`config.mk`:
```
export PLATFORM = sky130hd
export DESIGN_NAME = flash_command_front_end_flat
export DESIGN_NICKNAME = d
export VERILOG_FILES = /design/src/include/flash_cmd_pkg.sv /design/src/include/flash_link_if.sv /design/src/rtl/flash_command_front_end.sv /design/src/flat_wrapper.sv
export VERILOG_INCLUDE_DIRS = /design/src /design/src/include
export SDC_FILE = /design/constraint.sdc
export NUM_CORES = 1
export LEC_CHECK = 0
export BUFFER_PORTS_ARGS = -buffer_cell sky130_fd_sc_hd__buf_4
export CAP_MARGIN = 15
export CORE_ASPECT_RATIO = 0.8
export CORE_MARGIN = 10
export CORE_UTILIZATION = 25
export CTS_CLUSTER_SIZE = 14
export DETAILED_ROUTE_END_ITERATION = 16
export GPL_ROUTABILITY_DRIVEN = 1
export MAX_ROUTING_LAYER = met4
export PLACE_DENSITY = 0.47
export SYNTH_ARGS = -nofsm -noshare
export SYNTH_HDL_FRONTEND = slang
export SYNTH_SLANG_ARGS = --single-unit
```
`constraint.sdc`:
```
create_clock -name clk_i -period 5.9 [get_ports clk_i]
set_input_delay 0.885 -clock clk_i [delete_from_list [all_inputs] [get_ports clk_i]]
set_output_delay 0.885 -clock clk_i [all_outputs]
set_load 0.05 [all_outputs]
```
`src/include/flash_cmd_map.svh`:
```
// command codes, field positions and timing counts for the buffer program command state machine
// assumes inclusion by the package and both ends; definitions only
// What this block does
// RULE1: host repeats setup until ready reads one
// RULE2: count value is number of words minus one
// RULE3: device latches only low five count bits
// RULE4: writes after count are data, not commands
// RULE5: host sends all words, then confirm next
// RULE6: host aborts by writing another block address
// RULE7: block change during data load gives error
// RULE8: confirm starts program; other commands give error
// RULE9: device decodes the listed command bytes
// RULE10: erase setup accepts only confirm, else error
`ifndef FLASH_CMD_MAP_SVH
`define FLASH_CMD_MAP_SVH
`define CMD_READ_ARRAY   8'hff
`define CMD_PROG_SETUP_A 8'h10
`define CMD_PROG_SETUP_B 8'h40
`define CMD_BUF_SETUP    8'he8
`define CMD_ERASE_SETUP  8'h20
`define CMD_CONFIRM      8'hd0
`define CMD_SUSPEND      8'hb0
`define CMD_READ_STATUS  8'h70
`define COUNT_MSB        4
`define BLOCK_LSB        16
`define BLOCK_MSB        23
`define ADDR_MSB         23
`define STAT_READY_BIT   7
`define STAT_SEQERR_BIT  4
`define PROG_TIME_NS     2000
`define ERASE_TIME_NS    8000
`define CLK_PERIOD_NS    40
`define PROG_CYCLES      ((`PROG_TIME_NS + `CLK_PERIOD_NS - 1) / `CLK_PERIOD_NS)
`define ERASE_CYCLES     ((`ERASE_TIME_NS + `CLK_PERIOD_NS - 1) / `CLK_PERIOD_NS)
`define BUSY_CNT_W       9
`define WAIT_CNT_W       4
`endif

```
`src/include/flash_cmd_pkg.sv`:
```
// types shared by both ends of the flash command link
// assumes flash_cmd_map.svh on the include path
`include "flash_cmd_map.svh"
package flash_cmd_pkg;
  typedef enum logic [13:0] {
    st_read_array = 14'h0001,
    st_read_status= 14'h0002,
    st_prog_setup = 14'h0004,
    st_buf_setup  = 14'h0008,
    st_count_load = 14'h0010,
    st_data_load  = 14'h0020,
    st_buf_confirm= 14'h0040,
    st_prog_busy  = 14'h0080,
    st_erase_setup= 14'h0100,
    st_erase_busy = 14'h0200,
    st_botch      = 14'h0400,
    st_suspended  = 14'h0800,
    st_botch_susp = 14'h1000,
    st_prog_done  = 14'h2000
  } dev_state_type;
  typedef enum logic [7:0] {
    h_idle    = 8'h01,
    h_setup   = 8'h02,
    h_poll    = 8'h04,
    h_count   = 8'h08,
    h_data    = 8'h10,
    h_confirm = 8'h20,
    h_wait    = 8'h40,
    h_done    = 8'h80
  } host_state_type;
endpackage

```
`src/include/flash_link_if.sv`:
```
// bus write/read cycles between host controller and flash command front end
// assumes one shared clock
`timescale 1ns/1ns
interface flash_link_if;
  logic        wr_stb;
  logic        rd_stb;
  logic [23:0] addr;
  logic [15:0] wdata;
  logic [15:0] rdata;
  logic        rvalid;
  modport device (input wr_stb, input rd_stb, input addr, input wdata,
                  output rdata, output rvalid);
  modport host (output wr_stb, output rd_stb, output addr, output wdata,
                input rdata, input rvalid);
endinterface

```
`src/rtl/flash_command_front_end.sv`:
```
// device end: command front end of the flash, buffer program and erase sequences
// assumes link strobes come from logic on clk_i (no synchroniser needed)
`timescale 1ns/1ns
`include "flash_cmd_map.svh"
module flash_command_front_end
  import flash_cmd_pkg::*;
(
  input  wire logic        clk_i,
  input  wire logic        rst_n_i,
  flash_link_if.device     link,
  input  wire logic [15:0] array_data_i,
  output logic             prog_start_o,
  output logic             erase_start_o,
  output logic [4:0]       word_count_o,
  output logic             buf_we_o,
  output logic [4:0]       buf_idx_o,
  output logic [15:0]      buf_data_o,
  output logic [7:0]       state_code_o
);
  // ---------------------------------------------------------------
  // state and datapath
  // ---------------------------------------------------------------
  dev_state_type             state_q;
  dev_state_type             state_d;
  logic [4:0]                left_q;
  logic [`BLOCK_MSB:`BLOCK_LSB] blk_q;
  logic [`BUSY_CNT_W-1:0]    busy_q;
  logic                      seqerr_q;
  logic                      susp_q;
  logic [7:0]                cmd;
  logic                      blk_diff;

  function automatic logic is_cmd(input logic [7:0] c);
    is_cmd = (c == `CMD_READ_ARRAY) || (c == `CMD_PROG_SETUP_A) ||
             (c == `CMD_PROG_SETUP_B) || (c == `CMD_BUF_SETUP) ||
             (c == `CMD_ERASE_SETUP) || (c == `CMD_CONFIRM) ||
             (c == `CMD_SUSPEND) || (c == `CMD_READ_STATUS); // RULE9
  endfunction

  assign cmd      = link.wdata[7:0];
  assign blk_diff = link.addr[`BLOCK_MSB:`BLOCK_LSB] != blk_q;

  // ---------------------------------------------------------------
  // next state
  // ---------------------------------------------------------------
  always_comb begin
    state_d = state_q;
    case (state_q)
      st_buf_setup:   state_d = st_count_load; // ready at once: next write is the count
      st_count_load:  if (link.wr_stb) begin
        state_d = st_data_load; // RULE2 RULE4
      end
      st_data_load:   if (link.wr_stb) begin
        if (blk_diff) begin
          state_d = susp_q ? st_botch_susp : st_botch; // RULE7
        end else if (left_q == 5'h00) begin
          state_d = st_buf_confirm;
        end
      end
      st_buf_confirm: if (link.wr_stb) begin
        if (cmd == `CMD_CONFIRM) begin
          state_d = st_prog_busy; // RULE8
        end else begin
          state_d = susp_q ? st_botch_susp : st_botch; // RULE8
        end
      end
      st_erase_setup: if (link.wr_stb) begin
        state_d = (cmd == `CMD_CONFIRM) ? st_erase_busy : st_botch; // RULE10
      end
      st_prog_busy:   if (busy_q == '0) begin
        state_d = susp_q ? st_suspended : st_prog_done;
      end
      st_erase_busy:  if (link.wr_stb && cmd == `CMD_SUSPEND) begin
        state_d = st_suspended;
      end else if (busy_q == '0) begin
        state_d = st_read_status;
      end
      st_suspended, st_botch_susp: if (link.wr_stb) begin
        case (cmd)
          `CMD_BUF_SETUP: state_d = st_buf_setup;
          `CMD_CONFIRM:   state_d = st_erase_busy;
          default:        state_d = st_suspended;
        endcase
      end
      default: if (link.wr_stb) begin
        case (cmd)
          `CMD_READ_ARRAY:   state_d = st_read_array;
          `CMD_PROG_SETUP_A,
          `CMD_PROG_SETUP_B: state_d = st_prog_setup;
          `CMD_BUF_SETUP:    state_d = st_buf_setup;
          `CMD_ERASE_SETUP:  state_d = st_erase_setup;
          `CMD_READ_STATUS:  state_d = st_read_status;
          default:           state_d = is_cmd(cmd) ? st_read_status : st_read_array;
        endcase
        if (state_q == st_prog_setup) begin
          state_d = st_prog_busy;
        end
      end
    endcase
  end

  always_ff @(posedge clk_i or negedge rst_n_i) begin
    if (!rst_n_i) begin
      state_q <= st_read_array;
    end else begin
      state_q <= state_d;
    end
  end

  // ---------------------------------------------------------------
  // suspend flag, word count, block capture
  // ---------------------------------------------------------------
  always_ff @(posedge clk_i or negedge rst_n_i) begin
    if (!rst_n_i) begin
      susp_q <= 1'b0;
    end else if (state_d == st_suspended) begin
      susp_q <= 1'b1;
    end else if (state_d == st_erase_busy || state_d == st_botch) begin
      susp_q <= 1'b0;
    end
  end

  always_ff @(posedge clk_i or negedge rst_n_i) begin
    if (!rst_n_i) begin
      left_q <= 5'h00;
      blk_q  <= '0;
    end else if (state_q == st_count_load && link.wr_stb) begin
      left_q <= link.wdata[`COUNT_MSB:0]; // RULE3
      blk_q  <= link.addr[`BLOCK_MSB:`BLOCK_LSB];
    end else if (state_q == st_data_load && link.wr_stb && !blk_diff && left_q != 5'h00) begin
      left_q <= left_q - 5'h01;
    end
  end

  // error flag: set wins, cleared only by a buffer or erase setup command
  always_ff @(posedge clk_i or negedge rst_n_i) begin
    if (!rst_n_i) begin
      seqerr_q <= 1'b0;
    end else if (state_d == st_botch || state_d == st_botch_susp) begin
      seqerr_q <= 1'b1;
    end else if (state_d == st_buf_setup || state_d == st_erase_setup) begin
      seqerr_q <= 1'b0;
    end
  end

  // ---------------------------------------------------------------
  // internal operation timer, shortened model of array timing
  // ---------------------------------------------------------------
  always_ff @(posedge clk_i or negedge rst_n_i) begin
    if (!rst_n_i) begin
      busy_q <= '0;
    end else if (state_q != st_prog_busy && state_d == st_prog_busy) begin
      busy_q <= `BUSY_CNT_W'(`PROG_CYCLES);
    end else if (state_q != st_erase_busy && state_d == st_erase_busy) begin
      busy_q <= `BUSY_CNT_W'(`ERASE_CYCLES);
    end else if (busy_q != '0 && (state_q == st_prog_busy || state_q == st_erase_busy)) begin
      busy_q <= busy_q - `BUSY_CNT_W'(1);
    end
  end

  // ---------------------------------------------------------------
  // outputs, all registered
  // ---------------------------------------------------------------
  always_ff @(posedge clk_i or negedge rst_n_i) begin
    if (!rst_n_i) begin
      prog_start_o  <= 1'b0;
      erase_start_o <= 1'b0;
      buf_we_o      <= 1'b0;
      buf_idx_o     <= 5'h00;
      buf_data_o    <= 16'h0000;
      word_count_o  <= 5'h00;
      state_code_o  <= 8'h00;
    end else begin
      prog_start_o  <= state_q == st_buf_confirm && state_d == st_prog_busy; // RULE8
      erase_start_o <= state_q == st_erase_setup && state_d == st_erase_busy; // RULE10
      buf_we_o      <= state_q == st_data_load && link.wr_stb && !blk_diff; // RULE4
      buf_idx_o     <= left_q;
      buf_data_o    <= link.wdata;
      if (state_q == st_count_load && link.wr_stb) begin
        word_count_o <= link.wdata[`COUNT_MSB:0]; // RULE3
      end
      state_code_o  <= {1'b0, state_q[13:7] != 7'h00, state_q[6:1] != 6'h00, seqerr_q,
                        susp_q, state_q == st_read_array, 2'b00};
    end
  end

  // status answers with ready low only while an operation runs
  always_ff @(posedge clk_i or negedge rst_n_i) begin
    if (!rst_n_i) begin
      link.rdata  <= 16'h0000;
      link.rvalid <= 1'b0;
    end else begin
      link.rvalid <= link.rd_stb;
      // answer only on a read, so the word stands until the next one
      if (!link.rd_stb) begin
        link.rdata <= link.rdata;
      end else if (state_q == st_read_array) begin
        link.rdata <= array_data_i;
      end else begin
        link.rdata <= {8'h00, !(state_q == st_prog_busy || state_q == st_erase_busy),
                       1'b0, susp_q, seqerr_q, 4'h0}; // RULE10
      end
    end
  end
endmodule // flash_command_front_end

```
`src/flat_wrapper.sv`:
```
// flat-port wrapper written by rule: the top's interface ports become plain ports
module flash_command_front_end_flat import flash_cmd_pkg::*;
  (clk_i, rst_n_i, array_data_i, prog_start_o, erase_start_o, word_count_o, buf_we_o, buf_idx_o, buf_data_o, state_code_o, link_wr_stb, link_rd_stb, link_addr, link_wdata, link_rdata, link_rvalid);
  flash_link_if link_i ();
  input  wire logic clk_i;
  input  wire logic rst_n_i;
  input  wire logic [15:0] array_data_i;
  output logic prog_start_o;
  output logic erase_start_o;
  output logic [4:0] word_count_o;
  output logic buf_we_o;
  output logic [4:0] buf_idx_o;
  output logic [15:0] buf_data_o;
  output logic [7:0] state_code_o;
  input wire logic [$bits(link_i.wr_stb)-1:0] link_wr_stb;
  input wire logic [$bits(link_i.rd_stb)-1:0] link_rd_stb;
  input wire logic [$bits(link_i.addr)-1:0] link_addr;
  input wire logic [$bits(link_i.wdata)-1:0] link_wdata;
  output wire logic [$bits(link_i.rdata)-1:0] link_rdata;
  output wire logic [$bits(link_i.rvalid)-1:0] link_rvalid;
  assign link_i.wr_stb = link_wr_stb;
  assign link_i.rd_stb = link_rd_stb;
  assign link_i.addr = link_addr;
  assign link_i.wdata = link_wdata;
  assign link_rdata = link_i.rdata;
  assign link_rvalid = link_i.rvalid;
  flash_command_front_end u_core (.clk_i(clk_i), .rst_n_i(rst_n_i), .link(link_i), .array_data_i(array_data_i), .prog_start_o(prog_start_o), .erase_start_o(erase_start_o), .word_count_o(word_count_o), .buf_we_o(buf_we_o), .buf_idx_o(buf_idx_o), .buf_data_o(buf_data_o), .state_code_o(state_code_o));
endmodule
```
==> out/qor.txt <==
====================================================================================
Max-slew violation total from the final report ........................            0
Warning count from the yosys run ......................................            0
CP startpoint kind ....................................................         flop
Synthesized instance count ............................................          464
Share of synthesized area spent on multiplexers .......................       0.0117
Async S/R FF share, synth .............................................         1.00
Flop2flop setup slack .................................................      2.18 ns
Critical-path cell list ............................................... nor4_2 -> nand4_1 -> o21ai_0 -> nor2_1 -> a22o_1 -> nand4b_1 -> nor4b_4 -> nor3_1
Worst hold stages .....................................................            0
Full die area .........................................................   0.0232 mm2
Antenna violations before repair ......................................            0
Fraction of the mapped netlist area in compound gates .................        0.117
Total detailed-routing wirelength .....................................    13,400 um
Hold Vio Cnt, Final ...................................................            0
Post-route non-filler standard cell count .............................          780
Effective utilization at floorplan ....................................        0.253
Half-perimeter wire length of the detailed placement result ...........      9960 um
Cell class contributing the biggest share of worst-path delay ......... simple AND/OR/NAND/NOR gates
Routed via count ......................................................        3,744
Total buffers and inverters traversed by the critical path ............            0
Syn-to-layout area delta ..............................................        28.0%
Setup repair after global routing missed its margin ...................        false
Critical path peak fanout .............................................           10
Met3 WL post-DR .......................................................       647 um
Die outline width .....................................................       168 um
Max-slew headroom at the worst pin ....................................        0.328
Post-CTS Hold Fix Bufs ................................................            0
1st-iter DRT viols ....................................................          296
Number of post-CTS setup repair buffers ...............................            0
Clock tree from TritonCTS .............................................          yes
Clock tree root driver cell ...........................................    clkbuf_16
Number of filler cells placed in the layout ...........................        1,798
Remaining design rule violation count .................................            0
Detailed-routed wire length on met2 ...................................      5920 um
Reg clk slew, reported paths ..........................................      0.07 ns
Boundary pin count ....................................................          114
Synthesized-area fraction occupied by and/or/nand/nor cells ...........        0.260
CTS H-tree lvls .......................................................            3
Average cell area after synthesis .....................................     9.41 um2
Timing-limited maximum frequency ......................................      269 MHz
Pwr Density ...........................................................   291 mW/mm2
Worst Min Path Start .................................................. u_core.seqerr_q$_DFFE_PN0P_
Leakage power total ...................................................   0.00259 uW
Area of the multi-input gates .........................................  0.00195 mm2
Routed vias/inst ......................................................         4.80
Number of enable flip-flop cells after synthesis ......................            0
1st-pass router iterations ............................................            5
Dominant combinational cell family by area after synthesis ............ simple AND/OR/NAND/NOR gates
Run status ............................................................ complete, no violations
I/O Buffers ...........................................................           94
Critical path class ................................................... flop to flop
Final setup violating endpoints .......................................            0
Fin nets ..............................................................          614
Sequential cell area ..................................................  0.00223 mm2
Sequential cell area fraction in the yosys report .....................        0.510
Inst Count DP .........................................................          764
Required time at the endpoint of the critical path ....................      6.09 ns
Most used DFF post-synth ..............................................      dfrtp_1
#FFs+latches synth ....................................................           89
Post-synth cell types .................................................           67
Clk Latency, worst-skew pair ..........................................      0.35 ns
Period minus WS final .................................................      3.72 ns
Arrival time worst endpoint ...........................................      3.91 ns
Maximum clock insertion buffer count ..................................            2
Register-to-Register Path Depth .......................................            8
Remaining antenna violation count after routing .......................            0
Accumulated negative setup slack ......................................         0 ns
Remaining global-route overflow .......................................            0
Clock sink total ......................................................           89
Total number of placement rows ........................................           43
Wire length per cell ..................................................      17.1 um
Reg2reg end ........................................................... u_core.busy_q[2]$_DFFE_PN0P_
Largest voltage drop on the vdd net ...................................     0.113 mV
Reg-to-reg critical path startpoint ................................... u_core.state_q[7]$_DFF_PN0_
Parity-gate share of the synthesized area counting xor and xnor cells .       0.0421
Gp weighted congestion ................................................        0.930
Max cap viols .........................................................            0
Gates resized, CTS repair .............................................            0
Total routing resource utilization after global routing ...............        0.117
Global-route wire length before repair ................................    21,400 um
Chip Height ...........................................................       138 um
Uppermost layer routed ................................................         met4
Kind of end point of the critical path ................................         flop
Worst hold path type .................................................. flop to flop
Post-Route M1 WL ......................................................      6590 um
Antenna fix cells .....................................................            0
Largest clock skew in the final design ................................    0.0105 ns
Maximum number of pins on one net before global-route repair ..........           49
Vias in the first global route ........................................        3,718
Area inside the core boundary .........................................   0.0173 mm2
Proportion of layout cells with a drive suffix above 1 ................        0.225
Maximum cell stage delay along the critical path ......................      0.70 ns
Adder-Cell Fraction of Synth Area .....................................       0.0115
Syn Std Cell Area .....................................................  0.00437 mm2
Destination of the worst hold path .................................... u_core.state_code_o[4]$_DFF_PN0_
Worst-margin pin slew .................................................      1.00 ns
Crit share post-route .................................................        0.631
Number of buffers added by the clock tree synthesis step ..............            9
Slowest cell on the critical path .....................................       nor4_2
====================================================================================
-- cell families (layout without fill, tap and decap cells) --
family / after synthesis / after routing
AND/OR/NAND/NOR: 215 / 215
other: 1 / 3
adder cells (fa/ha/maj): 4 / 4
multiplexers: 5 / 5
AO/OA/AOI/OAI: 79 / 79
buffers and inverters: 50 / 139
XOR/XNOR: 21 / 21
flip-flops: 89 / 89
-- metal layers --
metal,global-route usage,up-vias
met5,-,-
met4,0.0343,0
met3,0.0306,14
met2,0.162,113
met1,0.162,1809
li1,-,1808
-- where the power goes --
part	leakage [uW]	internal, uW	switching (uW)
sequential	0.00115	664	43.5
clock	0.000143	335	260
combinational	0.00130	111	212
-- area by class of cell --
type,instances,area share
clock buffers,10,0.0410
clock inverters,6,0.0137
inverters,27,0.0181
multi-input cells,327,0.349
flip-flops and latches,89,0.399
well taps,225,0.0504
repair buffers,96,0.129
-- cells in the mapped netlist (2+ instances only) --
library cell | instances | area share
a31oi_1 | 4 | 0.0057
or3_1 | 7 | 0.010
nor3_1 | 23 | 0.026
nand4b_1 | 2 | 0.0040
and3_1 | 3 | 0.0043
nor3b_1 | 3 | 0.0052
nor4_2 | 2 | 0.0057
xnor2_1 | 13 | 0.026
nor2b_1 | 2 | 0.0029
a21o_1 | 2 | 0.0034
o32ai_1 | 3 | 0.0060
nand3_1 | 21 | 0.024
buf_4 | 3 | 0.0052
o2bb2ai_1 | 2 | 0.0040
inv_1 | 26 | 0.022
xor2_1 | 8 | 0.016
nand2_1 | 77 | 0.066
or2_2 | 2 | 0.0029
clkbuf_1 | 17 | 0.015
o21ai_0 | 31 | 0.036
nor4b_1 | 6 | 0.012
dfrtp_1 | 88 | 0.50
or4_1 | 5 | 0.0086
nor3_2 | 2 | 0.0046
nand4_1 | 11 | 0.016
a22oi_1 | 3 | 0.0052
nor4_1 | 8 | 0.011
mux2i_1 | 4 | 0.0092
o211ai_1 | 3 | 0.0052
and2_1 | 2 | 0.0029
a21oi_1 | 10 | 0.011
a221o_1 | 2 | 0.0046
buf_1 | 2 | 0.0017
nand2b_1 | 3 | 0.0043
nor2_1 | 26 | 0.022
o22ai_1 | 4 | 0.0057
ha_1 | 4 | 0.011
-- worst max-delay path by stage --
stage / slack (ns) / cells after the start / start / to
after detailed placement: 1.92 / 9 / link_wr_stb / u_core.busy_q[7]$_DFFE_PN0P_
after CTS: 2.22 / 8 / u_core.state_q[7]$_DFF_PN0_ / u_core.busy_q[2]$_DFFE_PN0P_
after global routing: 1.94 / 8 / u_core.state_q[7]$_DFF_PN0_ / u_core.busy_q[3]$_DFFE_PN0P_
final: 2.18 / 8 / u_core.state_q[7]$_DFF_PN0_ / u_core.busy_q[2]$_DFFE_PN0P_
after global placement: 1.94 / 9 / link_wr_stb / u_core.busy_q[0]$_DFFE_PN0P_
after floorplan: 2.56 / 9 / link_wdata[1] / u_core.busy_q[3]$_DFFE_PN0P_
-- sequential cells by signal (all words and copies together) (netlist names) --
register,count
u_core.buf_data_o,16
u_core.link.rdata,16
u_core.state_q,14
u_core.busy_q,9
u_core.blk_q,8
u_core.buf_idx_o,5
u_core.left_q,5
u_core.state_code_o,5
u_core.word_count_o,5
u_core.buf_we_o,1
u_core.erase_start_o,1
u_core.link.rvalid,1
u_core.prog_start_o,1
u_core.seqerr_q,1
u_core.susp_q,1
-- worst reg2reg max path: stages, from the launching register on --
cell and delay (ns):
dfrtp_1 0.51, nor4_2 0.71, nand4_1 0.37, o21ai_0 0.48
nor2_1 0.24, a22o_1 0.33, nand4b_1 0.28, nor4b_4 0.54
nor3_1 0.11
-- per-stage QoR --
step           hold WS [ns]  utilization  total power [uW]  area (um2)  setup slack (ns)
5_1_grt               0.458        0.324              1710        5590              1.94
3_5_place_dp          0.412        0.306              1040        5290              1.92
4_1_cts               0.432        0.324              1650        5590              2.22
6_report              0.424        0.324              1620        5590              2.18
3_3_place_gp          0.404        0.306              1040        5290              1.94
2_1_floorplan         0.373            -               923        4380              2.56
-- layout by cell type, fill, tap and decap left out, types with 3 or more instances in the layout --
master     netlist  final
nor4_2           2      3
and3_1           3      3
nor3b_1          3      3
conb_1           1      3
or4_1            5      5
o211ai_1         3      3
nand3_1         21     21
xor2_1           8      8
a31oi_1          4      4
nor3_1          23     23
dfrtp_1         88     88
nor2_1          26     26
buf_4            3     96
mux2i_1          4      4
a22oi_1          3      3
or3_1            7      7
o22ai_1          4      4
inv_1           26     26
nor4b_1          6      6
nand2_1         77     77
xnor2_1         13     13
nor4_1           8      7
nand4_1         11     11
o21ai_0         31     31
a21oi_1         10     10
clkbuf_16        0      9
nand2b_1         3      3
o32ai_1          3      3
ha_1             4      4
Note: power is estimated with default switching activity, not from simulation.
